<file path="config.mk">
export PLATFORM = sky130hd
export DESIGN_NAME = dac_mode_control_zero_flags
export DESIGN_NICKNAME = d
export VERILOG_FILES = /design/src/dac_mode_pkg.sv /design/src/dac_mode_control_zero_flags.sv
export SDC_FILE = /design/constraint.sdc
export NUM_CORES = 1
export LEC_CHECK = 0
export ABC_AREA = 0
export BUFFER_PORTS_ARGS = -buffer_cell sky130_fd_sc_hd__buf_4
export CORE_ASPECT_RATIO = 0.7
export CORE_MARGIN = 3
export CORE_UTILIZATION = 60
export CTS_CLUSTER_DIAMETER = 30
export DETAILED_ROUTE_END_ITERATION = 10
export MAX_ROUTING_LAYER = met4
export PLACE_DENSITY = 0.89
export SYNTH_ARGS = -nofsm -noshare
export SYNTH_HDL_FRONTEND = slang
export SYNTH_SLANG_ARGS = --single-unit
export TNS_END_PERCENT = 100
</file>
<file path="constraint.sdc">
create_clock -name clk -period 4.2 [get_ports clk]
set_input_delay 0.42 -clock clk [delete_from_list [all_inputs] [get_ports clk]]
set_output_delay 0.42 -clock clk [all_outputs]
set_load 0.02 [all_outputs]
</file>
<file path="src/dac_mode_pkg.sv">
// constants, field layout and state type for the dac mode control block
// assumes a single 200 MHz clock domain; pins are synchronised inside the block
// Overview of operation
// - each channel has an output-off bit (bit 0 left, bit 1 right); 0 keeps normal conversion running.
// - a channel whose output-off bit is 1 outputs bipolar zero and ignores its audio data.
// - de-emphasis enable at bit 4 switches de-emphasis on when 1 and resets to 0.
// - the two-bit de-emphasis rate picks 44.1 kHz (00, default), 48 kHz (01) or 32 kHz (10); 11 is reserved.
// - the three-bit format field picks right-justified 24/20/18/16, I2S (100) or left-justified (101, default).
// - rolloff select at bit 5 picks sharp rolloff at 0 (default) and slow rolloff at 1.
// - output invert at bit 0 of the flag register flips the polarity of both outputs and resets to 0.
// - flag polarity at bit 1 makes the silence flags high on zero at 0 (default) and low on zero at 1.
// - flag grouping at bit 2 gives independent flags at 0, and at 1 one common flag on the right pin only.
// - a channel is declared silent on its own once its data has been zero for 1024 word-clock periods.
// - with independent flags (grouping 0), while a channel is silent its flag is asserted, high under the default polarity.
// - a control word is bit 15 zero, a seven-bit register index in bits 14..8 and data in bits 7..0.
// - the host lowers the latch, gives sixteen clocks with one bit each, raises the latch, and the data is stored.
package dac_mode_pkg;
   // register indexes
   localparam logic [6:0] IDX_OUT_DEEMPH = 7'h13;
   localparam logic [6:0] IDX_FMT_FILT = 7'h14;
   localparam logic [6:0] IDX_ZFLAG = 7'h16;
   // reset values
   localparam logic [7:0] RST_OUT_DEEMPH = 8'h00;
   localparam logic [7:0] RST_FMT_FILT = 8'h05;
   localparam logic [7:0] RST_ZFLAG = 8'h00;
   // writable bits; reserved bits are stored as zero
   localparam logic [7:0] MASK_OUT_DEEMPH = 8'h73;
   localparam logic [7:0] MASK_FMT_FILT = 8'h27;
   localparam logic [7:0] MASK_ZFLAG = 8'h07;
   // field positions
   localparam int BIT_OFF_L = 0;
   localparam int BIT_OFF_R = 1;
   localparam int BIT_DEEMPH_EN = 4;
   localparam int BIT_RATE_LO = 5;
   localparam int BIT_FMT_LO = 0;
   localparam int BIT_ROLLOFF = 5;
   localparam int BIT_INVERT = 0;
   localparam int BIT_POLARITY = 1;
   localparam int BIT_GROUPING = 2;
   // control word layout
   localparam int WORD_BITS = 16;
   localparam int WORD_ZERO_BIT = 15;
   localparam int IDX_LO = 8;
   localparam logic [4:0] WORD_COUNT_FULL = 5'h10;
   localparam logic [4:0] WORD_COUNT_OVER = 5'h11;
   // field codes
   localparam logic [1:0] RATE_44K1 = 2'h0;
   localparam logic [1:0] RATE_48K = 2'h1;
   localparam logic [1:0] RATE_32K = 2'h2;
   localparam logic [2:0] FMT_RJ24 = 3'h0;
   localparam logic [2:0] FMT_I2S = 3'h4;
   localparam logic [2:0] FMT_LJ = 3'h5;
   // audio sample width and silence run length
   localparam int SAMPLE_W = 24;
   localparam logic [10:0] ZERO_RUN = 11'h400;
   // serial control port states, gray along idle, shift, commit
   typedef enum logic [1:0] {
      CP_IDLE = 2'b00,
      CP_SHIFT = 2'b01,
      CP_COMMIT = 2'b11
   } ctrl_state_t;
endpackage

</file>
<file path="src/dac_mode_control_zero_flags.sv">
// mode registers, serial control port and silence detect of a stereo dac
// assumes left_data/right_data come from same-clock logic and hold the word of
// the current word-clock period; all four pins are asynchronous to clk
`timescale 1ns/1ps
module dac_mode_control_zero_flags (
   input wire logic clk,
   input wire logic rst,
   input wire logic ctrl_latch,
   input wire logic ctrl_clock,
   input wire logic ctrl_serial_in,
   input wire logic word_clock,
   input wire logic [dac_mode_pkg::SAMPLE_W-1:0] left_data,
   input wire logic [dac_mode_pkg::SAMPLE_W-1:0] right_data,
   output logic [dac_mode_pkg::SAMPLE_W-1:0] left_output,
   output logic [dac_mode_pkg::SAMPLE_W-1:0] right_output,
   output logic deemph_enable,
   output logic [1:0] deemph_rate_sel,
   output logic [2:0] audio_format_sel,
   output logic rolloff_sel,
   output logic left_silence_flag,
   output logic right_silence_flag
);
   import dac_mode_pkg::*;

   // negate with saturation so full-scale negative does not wrap
   function automatic logic [SAMPLE_W-1:0] neg_sat(input logic [SAMPLE_W-1:0] v);
      logic [SAMPLE_W-1:0] r;
      r = (~v) + {{(SAMPLE_W-1){1'b0}}, 1'b1};
      if (v == {1'b1, {(SAMPLE_W-1){1'b0}}}) begin
         r = {1'b0, {(SAMPLE_W-1){1'b1}}};
      end
      return r;
   endfunction

   // output word for one channel after off and invert controls
   function automatic logic [SAMPLE_W-1:0] shape(input logic off, input logic inv,
                                                 input logic [SAMPLE_W-1:0] d);
      logic [SAMPLE_W-1:0] r;
      r = d;
      if (off) begin
         r = '0;
      end else if (inv) begin
         r = neg_sat(d);
      end
      return r;
   endfunction

   // pin synchroniser: latch, clock, data, word clock
   logic [3:0] sync1, sync2, sync3, filt, filt_d;
   logic [3:0] next_filt;
   logic latch_rise, latch_fall, sclk_rise, wclk_rise;

   // a change is only believed once stages two and three agree
   always_comb begin
      for (int i = 0; i < 4; i++) begin
         next_filt[i] = (sync2[i] == sync3[i]) ? sync3[i] : filt[i];
      end
   end

   always_ff @(posedge clk) begin
      if (rst) begin
         sync1 <= 4'hf;
         sync2 <= 4'hf;
         sync3 <= 4'hf;
         filt <= 4'hf;
         filt_d <= 4'hf;
      end else begin
         sync1 <= {word_clock, ctrl_serial_in, ctrl_clock, ctrl_latch};
         sync2 <= sync1;
         sync3 <= sync2;
         filt <= next_filt;
         filt_d <= filt;
      end
   end

   assign latch_fall = filt_d[0] && !filt[0];
   assign latch_rise = !filt_d[0] && filt[0];
   assign sclk_rise = !filt_d[1] && filt[1];
   assign wclk_rise = !filt_d[3] && filt[3];

   // serial control port
   ctrl_state_t state, next_state;
   logic [WORD_BITS-1:0] shreg, next_shreg;
   logic [4:0] bitcnt, next_bitcnt;
   logic [7:0] reg_out, reg_fmt, reg_zf;
   logic [7:0] next_reg_out, next_reg_fmt, next_reg_zf;
   logic word_ok;

   // word must be exactly sixteen bits with a zero on top
   assign word_ok = (bitcnt == WORD_COUNT_FULL) && !shreg[WORD_ZERO_BIT];

   always_comb begin
      next_state = state;
      next_shreg = shreg;
      next_bitcnt = bitcnt;
      next_reg_out = reg_out;
      next_reg_fmt = reg_fmt;
      next_reg_zf = reg_zf;
      case (state)
         CP_IDLE: begin
            if (latch_fall) begin
               next_bitcnt = '0;
               next_state = CP_SHIFT;
            end
         end
         CP_SHIFT: begin
            // one bit per control clock, msb first
            if (sclk_rise) begin
               next_shreg = {shreg[WORD_BITS-2:0], filt[2]};
               if (bitcnt != WORD_COUNT_OVER) begin
                  next_bitcnt = bitcnt + 5'h01;
               end
            end
            if (latch_rise) begin
               next_state = CP_COMMIT;
            end
         end
         CP_COMMIT: begin
            // store on latch rise; unknown indexes are dropped
            if (word_ok) begin
               if (shreg[IDX_LO +: 7] == IDX_OUT_DEEMPH) begin
                  next_reg_out = shreg[7:0] & MASK_OUT_DEEMPH;
               end else if (shreg[IDX_LO +: 7] == IDX_FMT_FILT) begin
                  next_reg_fmt = shreg[7:0] & MASK_FMT_FILT;
               end else if (shreg[IDX_LO +: 7] == IDX_ZFLAG) begin
                  next_reg_zf = shreg[7:0] & MASK_ZFLAG;
               end
            end
            next_state = CP_IDLE;
         end
         default: begin
            next_state = CP_IDLE;
         end
      endcase
   end

   always_ff @(posedge clk) begin
      if (rst) begin
         state <= CP_IDLE;
         shreg <= '0;
         bitcnt <= '0;
         reg_out <= RST_OUT_DEEMPH;
         reg_fmt <= RST_FMT_FILT;
         reg_zf <= RST_ZFLAG;
      end else begin
         state <= next_state;
         shreg <= next_shreg;
         bitcnt <= next_bitcnt;
         reg_out <= next_reg_out;
         reg_fmt <= next_reg_fmt;
         reg_zf <= next_reg_zf;
      end
   end

   // fields straight to the filter and interface logic
   assign deemph_enable = reg_out[BIT_DEEMPH_EN];
   assign deemph_rate_sel = reg_out[BIT_RATE_LO +: 2];
   assign audio_format_sel = reg_fmt[BIT_FMT_LO +: 3];
   assign rolloff_sel = reg_fmt[BIT_ROLLOFF];

   // sample path and silence detect, advanced once per word clock
   logic [10:0] zcnt_l, zcnt_r, next_zcnt_l, next_zcnt_r;
   logic zdet_l, zdet_r;
   logic [SAMPLE_W-1:0] next_left_output, next_right_output;
   logic next_left_flag, next_right_flag;
   logic pol;

   always_comb begin
      next_zcnt_l = zcnt_l;
      next_zcnt_r = zcnt_r;
      next_left_output = left_output;
      next_right_output = right_output;
      if (wclk_rise) begin
         // off forces zero, else optional inversion
         next_left_output = shape(reg_out[BIT_OFF_L], reg_zf[BIT_INVERT], left_data);
         next_right_output = shape(reg_out[BIT_OFF_R], reg_zf[BIT_INVERT], right_data);
         // count zero samples, restart on any nonzero
         next_zcnt_l = (left_data != '0) ? 11'h000 : ((zcnt_l == ZERO_RUN) ? zcnt_l : zcnt_l + 11'h001);
         next_zcnt_r = (right_data != '0) ? 11'h000 : ((zcnt_r == ZERO_RUN) ? zcnt_r : zcnt_r + 11'h001);
      end
   end

   assign zdet_l = (zcnt_l == ZERO_RUN);
   assign zdet_r = (zcnt_r == ZERO_RUN);
   assign pol = reg_zf[BIT_POLARITY];

   // flag pins; the unassigned left pin idles inactive
   always_comb begin
      if (reg_zf[BIT_GROUPING]) begin
         next_right_flag = (zdet_l && zdet_r) ^ pol;
         next_left_flag = pol;
      end else begin
         next_right_flag = zdet_r ^ pol;
         next_left_flag = zdet_l ^ pol;
      end
   end

   // flags register one cycle after the count so outputs are glitch free
   always_ff @(posedge clk) begin
      if (rst) begin
         zcnt_l <= '0;
         zcnt_r <= '0;
         left_output <= '0;
         right_output <= '0;
         left_silence_flag <= 1'b0;
         right_silence_flag <= 1'b0;
      end else begin
         zcnt_l <= next_zcnt_l;
         zcnt_r <= next_zcnt_r;
         left_output <= next_left_output;
         right_output <= next_right_output;
         left_silence_flag <= next_left_flag;
         right_silence_flag <= next_right_flag;
      end
   end

   property p_off_zero;
      @(posedge clk) disable iff (rst)
      wclk_rise && reg_out[BIT_OFF_L] |=> left_output == '0;
   endproperty
   a_off_zero: assert property (p_off_zero) else $error("disabled left channel not at zero");

   property p_normal;
      @(posedge clk) disable iff (rst)
      wclk_rise && !reg_out[BIT_OFF_R] && !reg_zf[BIT_INVERT] |=> right_output == $past(right_data);
   endproperty
   a_normal: assert property (p_normal) else $error("right output not following data");

   property p_invert;
      @(posedge clk) disable iff (rst)
      wclk_rise && !reg_out[BIT_OFF_L] && reg_zf[BIT_INVERT] |=> left_output == neg_sat($past(left_data));
   endproperty
   a_invert: assert property (p_invert) else $error("left output not inverted");

   property p_detect;
      @(posedge clk) disable iff (rst)
      $rose(zdet_l) |-> $past(wclk_rise) && $past(zcnt_l) == ZERO_RUN - 11'h001;
   endproperty
   a_detect: assert property (p_detect) else $error("silence declared before 1024 samples");

   property p_restart;
      @(posedge clk) disable iff (rst)
      wclk_rise && right_data != '0 |=> zcnt_r == '0 ##1 right_silence_flag == $past(pol);
   endproperty
   a_restart: assert property (p_restart) else $error("nonzero sample did not clear silence");

   property p_flag_level;
      @(posedge clk) disable iff (rst)
      !reg_zf[BIT_GROUPING] && zdet_l && !reg_zf[BIT_POLARITY] ##1 $stable(reg_zf) |-> left_silence_flag;
   endproperty
   a_flag_level: assert property (p_flag_level) else $error("left flag low while silent");

   property p_polarity;
      @(posedge clk) disable iff (rst)
      !reg_zf[BIT_GROUPING] |=> left_silence_flag == ($past(zdet_l) ^ $past(pol));
   endproperty
   a_polarity: assert property (p_polarity) else $error("flag polarity wrong");

   property p_grouping;
      @(posedge clk) disable iff (rst)
      reg_zf[BIT_GROUPING] |=> right_silence_flag == (($past(zdet_l) && $past(zdet_r)) ^ $past(pol));
   endproperty
   a_grouping: assert property (p_grouping) else $error("common flag wrong");

   property p_commit;
      @(posedge clk) disable iff (rst)
      state == CP_COMMIT && word_ok && shreg[IDX_LO +: 7] == IDX_FMT_FILT
      |=> audio_format_sel == $past(shreg[BIT_FMT_LO +: 3]) && rolloff_sel == $past(shreg[BIT_ROLLOFF]);
   endproperty
   a_commit: assert property (p_commit) else $error("format word not stored");

   property p_bad_word;
      @(posedge clk) disable iff (rst)
      state == CP_COMMIT && !word_ok |=> $stable(reg_out) && $stable(reg_fmt) && $stable(reg_zf);
   endproperty
   a_bad_word: assert property (p_bad_word) else $error("malformed word changed a register");

   property p_deemph;
      @(posedge clk) disable iff (rst)
      state == CP_COMMIT && word_ok && shreg[IDX_LO +: 7] == IDX_OUT_DEEMPH
      |=> deemph_enable == $past(shreg[BIT_DEEMPH_EN]) && deemph_rate_sel == $past(shreg[BIT_RATE_LO +: 2]);
   endproperty
   a_deemph: assert property (p_deemph) else $error("de-emphasis fields not stored");

   property p_off_zero_r;
      @(posedge clk) disable iff (rst)
      wclk_rise && reg_out[BIT_OFF_R] |=> right_output == '0;
   endproperty
   a_off_zero_r: assert property (p_off_zero_r) else $error("disabled right channel not at zero");

   // flag lags the count by one cycle, so compare against last cycle's polarity
   property p_clear_l;
      @(posedge clk) disable iff (rst)
      wclk_rise && left_data != '0 |=> zcnt_l == '0 ##1 left_silence_flag == $past(pol);
   endproperty
   a_clear_l: assert property (p_clear_l) else $error("nonzero left sample did not clear silence");

   property p_left_group;
      @(posedge clk) disable iff (rst)
      reg_zf[BIT_GROUPING] |=> left_silence_flag == $past(pol);
   endproperty
   a_left_group: assert property (p_left_group) else $error("unassigned left pin not inactive");

endmodule // dac_mode_control_zero_flags

</file>
* After elaboration in Yosys (flattened, before gate mapping)
Cells that the tools add are included.
** Storage, ports and cells
- Input bits :: 54
- Bits in registers :: 127
- Logic and storage cells :: 95
- Output and inout bits :: 57
** Cells by class
- Eq/ne operators :: 21
- Mux-type cells :: 19
- Reductions and logical operators :: 23
- Add/subtract/negate cells :: 5
- Bitwise operators :: 7
** Operators with widths (number)
- $mux 24 :: 6
- $add 24x1->24 const B :: 2
- $eq 24x24->1 const B :: 2
- $not 24->24 :: 2
- $reduce_bool 24->1 :: 2
- $mux 11 :: 4
- $add 11x1->11 const B :: 2
- $eq 11x11->1 const B :: 2
- $eq 7x5->1 const B :: 3
- $mux 5 :: 3
- $pmux 5 s2 :: 1
- $ne 2x2->1 const B :: 4
- $reduce_and 2->1 :: 4
- $reduce_and 4->1 :: 2
- $logic_and 1x1->1 :: 6
- $add 5x1->5 const B :: 1
- $eq 5x5->1 const B :: 1
- $logic_not 1->1 :: 5
- $ne 5x5->1 const B :: 1
- $reduce_and 5->1 :: 1
- $eq 1x1->1 :: 4
- $mux 2 :: 2
- $ne 2x1->1 const B :: 2
- $pmux 2 s2 :: 1
- other kinds (8) :: 12

* Depth between registers and ports, before layout
Gate-level depths: netlist of the first run.
- Depth in word-level cells :: 5
- Mapped depth :: 8
- Gate-level depth less buffers :: 7

* Worst setup path after synthesis of the first run
No wires, ideal clock.
- Path type :: input -> register
- Start :: in left_data[0] (netlist name)
- End :: reg left_output[20] (netlist name)
- Stages on the path :: 8
- Arrival time :: 2160 ps
- Required time :: 4083 ps
- Setup time :: 117 ps
- Path slack :: 1923 ps
- Cells stage by stage :: inv_1 ha_1 or4b_4 nand4b_4 buf_6 or2_4 a211o_1 a22o_1
** Between the ends
- Longest elaborated chain between the ends :: 5
** Ends and longest elaborated chain
- start: declaration :: RTL line dac_mode_control_zero_flags.sv:12 : input wire logic [dac_mode_pkg::SAMPLE_W-1:0] left_data,
- $not 24->24 :: RTL line dac_mode_control_zero_flags.sv:28 : r = (~v) + {{(SAMPLE_W-1){1'b0}}, 1'b1};
- $add 24x1->24 :: RTL line dac_mode_control_zero_flags.sv:28
- $mux 24 * :: RTL line dac_mode_control_zero_flags.sv:29 : if (v == {1'b1, {(SAMPLE_W-1){1'b0}}}) begin
- $mux 24 * :: RTL line dac_mode_control_zero_flags.sv:42 : end else if (inv) begin
- $mux 24 * :: RTL line dac_mode_control_zero_flags.sv:40 : if (off) begin
- end signal: assignment :: RTL line dac_mode_control_zero_flags.sv:210 : left_output <= next_left_output;
- end: declaration :: RTL line dac_mode_control_zero_flags.sv:14 : output logic [dac_mode_pkg::SAMPLE_W-1:0] left_output,
Mark *: on every way between the ends. The rest lies on a longest branch, timed or not.
A chain may end at the register's enable or synchronous reset.

* Final worst setup path of the first run
- Start :: reg filt[3]
- End :: reg right_output[15] (netlist name)
** Between the ends
- Longest elaborated chain between the ends :: 1
** Ends and longest elaborated chain
- start: declaration :: RTL line dac_mode_control_zero_flags.sv:49 : logic [3:0] sync1, sync2, sync3, filt, filt_d;
- start signal: assignment :: RTL line dac_mode_control_zero_flags.sv:71 : filt <= next_filt;
- $logic_and 1x1->1 :: RTL line dac_mode_control_zero_flags.sv:79 : assign wclk_rise = !filt_d[3] && filt[3];
- end signal: assignment :: RTL line dac_mode_control_zero_flags.sv:211 : right_output <= next_right_output;
- end: declaration :: RTL line dac_mode_control_zero_flags.sv:15 : output logic [dac_mode_pkg::SAMPLE_W-1:0] right_output,
Every way passes these cells.

==> impl_metrics.tcl, run 1 <==
set metrics [dict create \
    pwr_density_cell_nw_per_um2 379 \
    cts.hold.buffers_added 0 \
    yosys.area_share.xor_xnor_pct 6.53 \
    min_path_type "in2reg" \
    synthAdderAreaFrac_pct 1.87 \
    status "finished, final reports clean" \
    seq_power_share_pct 42.2 \
    yosysTopAreaCell "dfxtp_1" \
    gp_congestion 0.959 \
    timing.final.crit_share_pct 62.3 \
    grt_start_max_net_pins 69 \
    vias_per_cell 6.20 \
    relSlewSlack_pct 30.0 \
    ir_drop_v 0.000339 \
    drc 0 \
    worstSetupPathType "reg2reg" \
    synthTopCellsByArea "dfxtp_1 (42%), nand2_1 (6.0%), a21oi_1 (5.1%)" \
    leakagePower_nw 3.09 \
    wire_per_inst_um 17.5 \
    net-switching-power_w 0.000682 \
    cp.arrival_ns 2.95 \
    syn_area_sq_um 6040 \
    clock_tree.htree_level_count 4 \
    nets 886 \
    setup-violations-final 0 \
    synthToLayoutAreaGrowth_pct 24.5 \
    ys.flop_type "dfxtp_1" \
    cts_root_buf "clkbuf_16" \
    clock_latency_ns 0.42 \
    portBuffers 110 \
    cp-end-kind "flop" \
    max_freq_ghz 0.382 \
    ctsResizeCount 0 \
    synth-seq-area-share_pct 41.8 \
    dr.pass1.iters 6 \
    cts_buffer_depth 2 \
    synthMuxAreaShare_pct 2.84 \
    io_pins 111 \
    skew_ns 0.00667 \
    syn-num-nets 791 \
    cts_setup_buffers 0 \
    drt_iter0_drc 774 \
    cp_data_required_time_ns 4.53 \
    synth_top_area_share_pct 41.8 \
    path_max_fanout 18 \
    vias 5952 \
    path_clk_slew_ns 0.06 \
    drive_gt1_share_pct 21.5 \
    die_area_sq_um 11300 \
    crit_start "filt[3]$_SDFFE_PP1N_" \
    startpoint_type "flop" \
    min_from "ctrl_latch" \
    yosysMostFrequentCell "dfxtp_1" \
    drt_wl_total_mm 16.8 \
    syn_avg_cell_area_sq_um 8.29 \
    die_w_um 126 \
    cts_sinks 126 \
    num_antenna_cells 0 \
    synthTopCellsByCount "dfxtp_1 (126), nand2_1 (97), nor2_1 (67), a21oi_1 (61), o21ai_0 (40)" \
    synth_top_family_by_area "simple AND/OR/NAND/NOR gates" \
    antenna_found_initial 0 \
    synth_compound_area_share_pct 16.2 \
    core_area_sq_um 9430 \
    maxSlewViolCount 0 \
    rsz0062_at_grt "no" \
    power_frac_comb_pct 4.5 \
    power.internal_w 0.00217 \
    numCtsBuffers 17 \
    period_minus_slack_ns 2.62 \
    start_util_pct 64.0 \
    synthSimpleGateAreaFrac_pct 26.7 \
    place_inst 928 \
    clockPowerShare_pct 53.3 \
    synth-edff-count 0 \
    swShare_pct 23.9 \
    synth_warnings 0 \
    grt_pass1_wl_mm 27.5 \
    finalSetupTns_ns 0 \
    r2r_slack_ns 1.58 \
    holdWs_ns 0.176 \
    worst_pin_slew_ns 1.05 \
    std_cell_rows 29 \
    hold_viol 0 \
    die_y_um 89.9 \
    syn_inst 728 \
    synth_seq_cells 126 \
    overflow 0 \
    drtAntennaViolNets 0 \
    cts_tree "done" \
    r2r_start "filt[3]$_SDFFE_PP1N_" \
    final_cells 960 \
    post-dp-hpwl_mm 11.4 \
    async_flop_share_pct 0 \
    grtUsageTotal_pct 30.2 \
    ys_types 59 \
    cap_viol_max_count 0 \
    grt_pass1_vias 5681 \
]
[cell families (layout without fill, tap and decap cells)]
kind of cell | after synthesis | after routing
and+or+nand+nor | 312 | 312
DFF | 126 | 126
AOI/OAI and AO/OA | 160 | 160
xor gates and xnor gates | 45 | 45
adders and majority gates | 9 | 9
muxes | 17 | 17
buffers and inverters | 59 | 167
[power groups by stage]
stage                     sequential (W)  clock, W  combinational (W)
after global routing             0.00120   0.00158           0.000137
after CTS                        0.00120   0.00152           0.000124
after global placement           0.00123         0           0.000119
after detailed placement         0.00123         0           0.000123
final                            0.00120   0.00152           0.000128
after floorplan                  0.00123         0          0.0000483
[per-stage QoR]
stage	power (W)	setup WS (ns)	utilization, %	instance area (sq um)
2_1_floorplan	0.00128	1.92	-	6040
3_3_place_gp	0.00135	1.67	73.2	6900
3_5_place_dp	0.00135	1.56	73.2	6900
4_1_cts	0.00285	1.64	79.7	7520
5_1_grt	0.00292	1.37	79.7	7520
6_report	0.00285	1.58	79.7	7520
[path summary, 6_finish.rpt]
check,to,cells past startpoint
setup reg to reg,right_output[15]$_SDFFE_PP0P_,5
hold / removal,sync1[0]$_SDFF_PP1_,2
hold reg to reg,sync2[0]$_SDFF_PP1_,1
setup / recovery,right_output[15]$_SDFFE_PP0P_,5
[area by class of cell]
type                            instances  area (sq um)
Clock inverter                         14           175
Fill cell                             623          1920
Sequential cell                       126          2520
Tap cell                              124           155
Timing Repair Buffer                  115           863
Clock buffer                           18           439
Multi-Input combinational cell        543          3290
Inverter                               20          75.1
[sequential cells by signal, indices dropped and copies added (netlist names), 3 cells and up]
name	count
reg_zf	3
bitcnt	5
sync2	4
left_output	24
reg_fmt	4
zcnt_r	11
sync1	4
right_output	24
filt	4
zcnt_l	11
filt_d	3
reg_out	5
shreg	16
sync3	4
[critical path, stage by stage (launching register included)]
cell and delay (ns):
dfxtp_1 0.40, nand2b_1 0.30, or3_1 0.69, nor4_2 0.95
a21oi_1 0.06, o21ai_0 0.14
[metal layers]
layer  GRT usage [%]  up-vias  wire length [um]  part of all wire [%]
met5               -        -                 0                     0
met4            12.9        0               583                   3.5
met3            6.58       64              1380                   8.2
met2            46.5      330              7870                    47
met1            38.5     2793              6930                    41
li1                -     2765                 -                     -
[placed cells by master (no fill, tap or decap), types with 3 or more instances in the layout]
master,n
or4_1,6
clkbuf_16,17
or2_2,20
and2_1,8
nor4_1,18
xor2_1,26
a21oi_1,61
o21bai_1,6
clkinv_4,3
o41ai_1,9
nand2b_1,5
mux2i_1,16
buf_4,115
nor3_1,14
o21ai_0,40
o31ai_1,12
a22o_1,3
a21o_1,5
nand2_1,97
a41oi_1,4
nor2b_1,3
ha_1,9
and3_1,7
xnor2_1,19
nand4_1,19
a211o_1,4
dfxtp_1,126
nand3_1,15
or3_1,14
a31oi_1,4
nor2_1,66
inv_8,5
inv_1,20
No activity file was read; power rests on OpenSTA's default activity.
==> run 2, diff against run 1 <==
--- a/config.mk
+++ b/config.mk
@@ -9,11 +9,11 @@
 export BUFFER_PORTS_ARGS = -buffer_cell sky130_fd_sc_hd__buf_4
 export CORE_ASPECT_RATIO = 0.7
 export CORE_MARGIN = 3
-export CORE_UTILIZATION = 60
+export CORE_UTILIZATION = 56
 export CTS_CLUSTER_DIAMETER = 30
 export DETAILED_ROUTE_END_ITERATION = 10
 export MAX_ROUTING_LAYER = met4
-export PLACE_DENSITY = 0.89
+export PLACE_DENSITY = 0.84
 export SYNTH_ARGS = -nofsm -noshare
 export SYNTH_HDL_FRONTEND = slang
 export SYNTH_SLANG_ARGS = --single-unit
==> constraint.sdc (replaced) <==
create_clock -name clk -period 2.6 [get_ports clk]
set_input_delay 0.26 -clock clk [delete_from_list [all_inputs] [get_ports clk]]
set_output_delay 0.26 -clock clk [all_outputs]
set_load 0.02 [all_outputs]
==> impl_metrics.tcl, run 2 (synthesis gave the netlist of run 1 again) <==
set metrics [dict create \
    status "finished, final reports clean" \
    drtAntennaViolNets 0 \
    pwr_density_cell_nw_per_um2 593 \
    mostFrequentLayoutCell "buf_4" \
    grt_pass1_wl_mm 25.9 \
    synthToLayoutAreaGrowth_pct 25.8 \
    portBuffers 110 \
    skew_ns 0.00570 \
    cts.hold.buffers_added 0 \
    cts_root_buf "clkbuf_16" \
    die_y_um 92.9 \
    path_clk_slew_ns 0.06 \
    wire_per_inst_um 16.1 \
    start_util_pct 57.8 \
    post-dp-hpwl_mm 10.9 \
    holdWs_ns 0.0255 \
    cp_data_required_time_ns 2.89 \
    std_cell_rows 31 \
    vias 5708 \
    cts_tree "done" \
    drt_iter0_drc 552 \
    relSlewSlack_pct 25.9 \
    grt_pass1_vias 5462 \
    cts_sinks 126 \
    final_cells 981 \
    worstSetupPathType "reg2reg" \
    cpPeakStageDelay_ns 0.40 \
    leakagePower_nw 3.15 \
    drc 0 \
    core_area_sq_um 10400 \
    gp_congestion 0.888 \
    startpoint_type "flop" \
    critical_path_buf_inv_count 2 \
    cp.arrival_ns 2.59 \
    overflow 0 \
    worst_pin_slew_ns 1.11 \
    num_antenna_cells 0 \
    grt_start_max_net_pins 50 \
    largestRegisters "left_output (24), right_output (24), shreg (16)" \
    final_cell_area_sq_um 7600 \
    die_w_um 130 \
    place_inst 949 \
    rsz0062_at_grt "no" \
    slowest_stage "nor3b_2" \
    place_area_sq_um 7010 \
    min_path_type "in2reg" \
    dr.pass1.iters 5 \
    grtUsageTotal_pct 27.5 \
    mostFrequentLayoutCells "buf_4 (128), dfxtp_1 (126), nand2_1 (97), nor2_1 (66), a21oi_1 (61)" \
    max_freq_ghz 0.435 \
    period_minus_slack_ns 2.30 \
    timing.final.crit_share_pct 88.5 \
    cap_viol_max_count 0 \
    clock_latency_ns 0.41 \
    nets 899 \
    finalSetupTns_ns 0 \
    cp_top_family "simple AND/OR/NAND/NOR gates" \
    antenna_found_initial 0 \
    ctsResizeCount 0 \
    clock_tree.htree_level_count 4 \
    maxSlewViolCount 0 \
    setup-violations-final 0 \
    path_max_fanout 5 \
    drive_gt1_share_pct 22.6 \
    ir_drop_v 0.000664 \
    crit_chain "inv_1, ha_1, nor4bb_1, nand4_1, nor3b_2, buf_4, mux2i_1, nor2_1" \
    drt_wl_total_mm 15.8 \
    cts_setup_buffers 0 \
    io_pins 111 \
    cts_buffer_depth 2 \
    vias_per_cell 5.82 \
    die_area_sq_um 12100 \
    cp-end-kind "flop" \
    hold_viol 0 \
    numCtsBuffers 17 \
]
==> run 2: cell count changes in the layout (fill, tap and decap cells not counted), moves of 2 or more <==
cell	change
clkinv_2	+2
inv_6	+3
inv_8	-4
buf_4	+13
clkinv_4	-2
==> run 2: layout make-up <==
type | instances | area [sq um]
Clock buffer | 18 | 429
Tap cell | 132 | 165
Clock inverter | 14 | 156
Sequential cell | 126 | 2520
Multi-Input combinational cell | 543 | 3290
Timing Repair Buffer | 128 | 961
Fill cell | 770 | 2840
Inverter | 20 | 75.1
==> run 2: per-stage QoR <==
step | worst slack, ns | total power, W | util [%]
3_3_place_gp | 0.335 | 0.00218 | 67.2
6_report | 0.299 | 0.00450 | 72.8
2_1_floorplan | 0.483 | 0.00206 | -
4_1_cts | 0.323 | 0.00452 | 72.8
3_5_place_dp | 0.260 | 0.00219 | 67.2
5_1_grt | 0.205 | 0.00464 | 72.8
==> run 2: final timing paths <==
check	slack [ns]	depth (start not counted)	startpoint	to
worst min-delay path	0.03	2	ctrl_latch	sync1[0]$_SDFF_PP1_
worst min register to register	0.42	1	sync1[1]$_SDFF_PP1_	sync2[1]$_SDFF_PP1_
worst max register to register	0.30	8	bitcnt[0]$_SDFFE_PP0P_	reg_out[6]$_SDFFE_PP0P_
worst max-delay path	0.30	8	bitcnt[0]$_SDFFE_PP0P_	reg_out[6]$_SDFFE_PP0P_
==> run 2: per-layer routing <==
metal | vias up | global-route usage, % | wire length (um)
met5 | - | - | 0
met4 | 0 | 10.7 | 378
met3 | 39 | 7.09 | 1060
met2 | 216 | 40.7 | 7160
met1 | 2655 | 36.1 | 7180
li1 | 2798 | - | -
==> run 2: report_power, final <==
part	leakage, nW	internal, W	switching (W)
Combinational	1.85	0.0000913	0.000117
Sequential	1.02	0.00194	0.00000417
Clock	0.280	0.00143	0.000920
==> run 3, diff against run 2 <==
--- a/config.mk
+++ b/config.mk
@@ -5,11 +5,11 @@
 export SDC_FILE = /design/constraint.sdc
 export NUM_CORES = 1
 export LEC_CHECK = 0
-export ABC_AREA = 0
 export BUFFER_PORTS_ARGS = -buffer_cell sky130_fd_sc_hd__buf_4
 export CORE_ASPECT_RATIO = 0.7
 export CORE_MARGIN = 3
 export CORE_UTILIZATION = 56
+export CTS_BUF_LIST = sky130_fd_sc_hd__clkbuf_4 sky130_fd_sc_hd__clkbuf_8 sky130_fd_sc_hd__clkbuf_16
 export CTS_CLUSTER_DIAMETER = 30
 export DETAILED_ROUTE_END_ITERATION = 10
 export MAX_ROUTING_LAYER = met4
==> constraint.sdc (replaced) <==
create_clock -name clk -period 2.6 [get_ports clk]
set_input_delay 0.13 -clock clk [delete_from_list [all_inputs] [get_ports clk]]
set_output_delay 0.13 -clock clk [all_outputs]
set_load 0.02 [all_outputs]
==> impl_metrics.tcl, run 3 (synthesis gave the netlist of run 1 again) <==
set metrics [dict create \
    vias_per_cell 5.81 \
    nets 907 \
    net-switching-power_w 0.000977 \
    numCtsBuffers 17 \
    m1WireLength_mm 7.11 \
    die_w_um 130 \
    core_area_sq_um 10400 \
    r2r-end "reg_out[4]$_SDFFE_PP0P_" \
    grtUsageTotal_pct 28.3 \
    swShare_pct 20.7 \
    min_path_type "in2reg" \
    worstSetupPathType "in2reg" \
    highest_layer "met4" \
    cp_top_family "simple AND/OR/NAND/NOR gates" \
    crit_chain "dlygate4sd3_1, buf_4, inv_1, ha_1, or4b_4, nand4b_4, or2_4, a211o_1, a22o_1" \
    die_area_sq_um 12100 \
    std_cell_rows 31 \
    crit_start "left_data[0]" \
    period_minus_slack_ns 2.35 \
    largestRegisters "left_output (24), right_output (24), shreg (16)" \
    timing.final.crit_share_pct 90.5 \
    cp.arrival_ns 2.65 \
    dr_wl_met2_mm 7.60 \
    grt_pass1_vias 5644 \
    die_y_um 92.9 \
    io_pins 111 \
    mostFrequentLayoutCell "buf_4" \
    gp_congestion 0.880 \
    wire_per_inst_um 16.2 \
    drtAntennaViolNets 0 \
    clock_latency_ns 0.41 \
    path_clk_slew_ns 0.06 \
    seq_power_share_pct 41.2 \
    clockPowerShare_pct 54.2 \
    power_frac_comb_pct 4.6 \
    grt_pass1_wl_mm 26.7 \
    post-dp-hpwl_mm 11.3 \
    status "finished, final reports clean" \
    r2r_start "bitcnt[1]$_SDFFE_PP0P_" \
    worst_slack_ns 0.247 \
    path_max_fanout 11 \
    dr.pass1.iters 5 \
    max_freq_ghz 0.425 \
    cap_viol_max_count 0 \
    startpoint_type "input port" \
    cpPeakStageDelay_ns 0.53 \
    cts_sinks 126 \
    critPathCapture "left_output[20]$_SDFFE_PP0P_" \
    maxSlewViolCount 0 \
    overflow 0 \
    mostFrequentLayoutCells "buf_4 (128), dfxtp_1 (126), nand2_1 (97), nor2_1 (66), a21oi_1 (61)" \
    portBuffers 110 \
    drc 0 \
    pwr_density_cell_nw_per_um2 610 \
    antenna_found_initial 0 \
    worst_pin_slew_ns 1.06 \
    finalSetupTns_ns 0 \
    cts_buffer_depth 2 \
    setup-violations-final 0 \
    hold_viol 0 \
    slowest_stage "dlygate4sd3_1" \
    relSlewSlack_pct 29.0 \
    leakagePower_nw 3.21 \
    ir_drop_v 0.000523 \
    drive_gt1_share_pct 22.5 \
    synthToLayoutAreaGrowth_pct 28.1 \
    p_total_w 0.00472 \
    clock_tree.htree_level_count 4 \
    cts_root_buf "clkbuf_16" \
    holdWs_ns 0.0306 \
    worst_r2r_path_depth 8 \
    skew_ns 0.00674 \
    start_util_pct 57.8 \
    critical_path_buf_inv_count 3 \
    drt_wl_total_mm 16.0 \
    drt_iter0_drc 419 \
    num_antenna_cells 0 \
    route.met3.wl_mm 1.10 \
    cp_data_required_time_ns 2.90 \
    place_worst_setup_slack_ns 0.411 \
    grt_start_max_net_pins 47 \
    cts_tree "done" \
    rsz0062_at_grt "no" \
    path_depth 9 \
    power.internal_w 0.00374 \
    vias 5747 \
    cp-end-kind "flop" \
    r2r_slack_ns 0.36 \
]
[run 3: cell count changes in the layout (fill, tap and decap cells not counted), moves of 2 or more]
cell,delta
dlygate4sd3_1,+8
clkinvlp_4,-2
inv_6,-5
clkbuf_4,+2
bufinv_16,+2
clkbuf_8,+3
[run 3: area by class of cell]
type / instances / area, sq um
sequential: 126 / 2520
multi-input combinational: 543 / 3290
clock inverter: 10 / 160
inverter: 20 / 75.1
fill: 786 / 2700
clock buffer: 22 / 482
tap: 132 / 165
timing repair buffer: 136 / 1040
[run 3: routing by layer]
layer / vias up / global-route usage, %
li1: 2812 / -
met1: 2722 / 36.8
met2: 193 / 44.0
met3: 20 / 6.34
met4: 0 / 8.56
met5: - / -
[run 3: stage by stage]
| stage | instance area, sq um | cells | utilization (%) |
|---|---|---|---|
| global route | 7730 | 989 | 74.1 |
| floorplan | 6040 | 728 | - |
| finish | 7730 | 989 | 74.1 |
| detailed placement | 7010 | 949 | 67.2 |
| global placement | 7010 | 949 | 67.2 |
| CTS | 7730 | 989 | 74.1 |
[run 3: power groups by stage]
stage               logic [W]  clock network [W]  registers, W
global route         0.000236            0.00267       0.00194
CTS                  0.000214            0.00257       0.00194
detailed placement   0.000203                  0       0.00199
floorplan           0.0000780                  0       0.00199
finish               0.000217            0.00255       0.00194
global placement     0.000197                  0       0.00199
[run 3: how the worst min path moves through the flow]
stage,from,to,slack [ns],cells past startpoint
6_report,left_data[16],left_output[16]$_SDFFE_PP0P_,0.03,3
5_1_grt,left_data[16],left_output[16]$_SDFFE_PP0P_,0.03,3
4_1_cts,left_data[16],left_output[16]$_SDFFE_PP0P_,0.01,3
3_5_place_dp,ctrl_latch,sync1[0]$_SDFF_PP1_,0.32,2
3_3_place_gp,ctrl_clock,sync1[1]$_SDFF_PP1_,0.31,2
2_1_floorplan,ctrl_latch,sync1[0]$_SDFF_PP1_,0.23,1
[run 3: what timing repair did]
action,CTS,global route
hold buffers,8,0
setup buffers,0,0
gates resized for setup,0,0
endpoints found under the hold margin,8,0
[run 3: worst reg2reg max path: cells and delay by family (launching register included)]
family / cells / cell delay, ns
fa+ha+maj: 1 / 0.16
simple gates: 4 / 1.12
mux: 1 / 0.18
buf+inv: 2 / 0.32
flops: 1 / 0.33
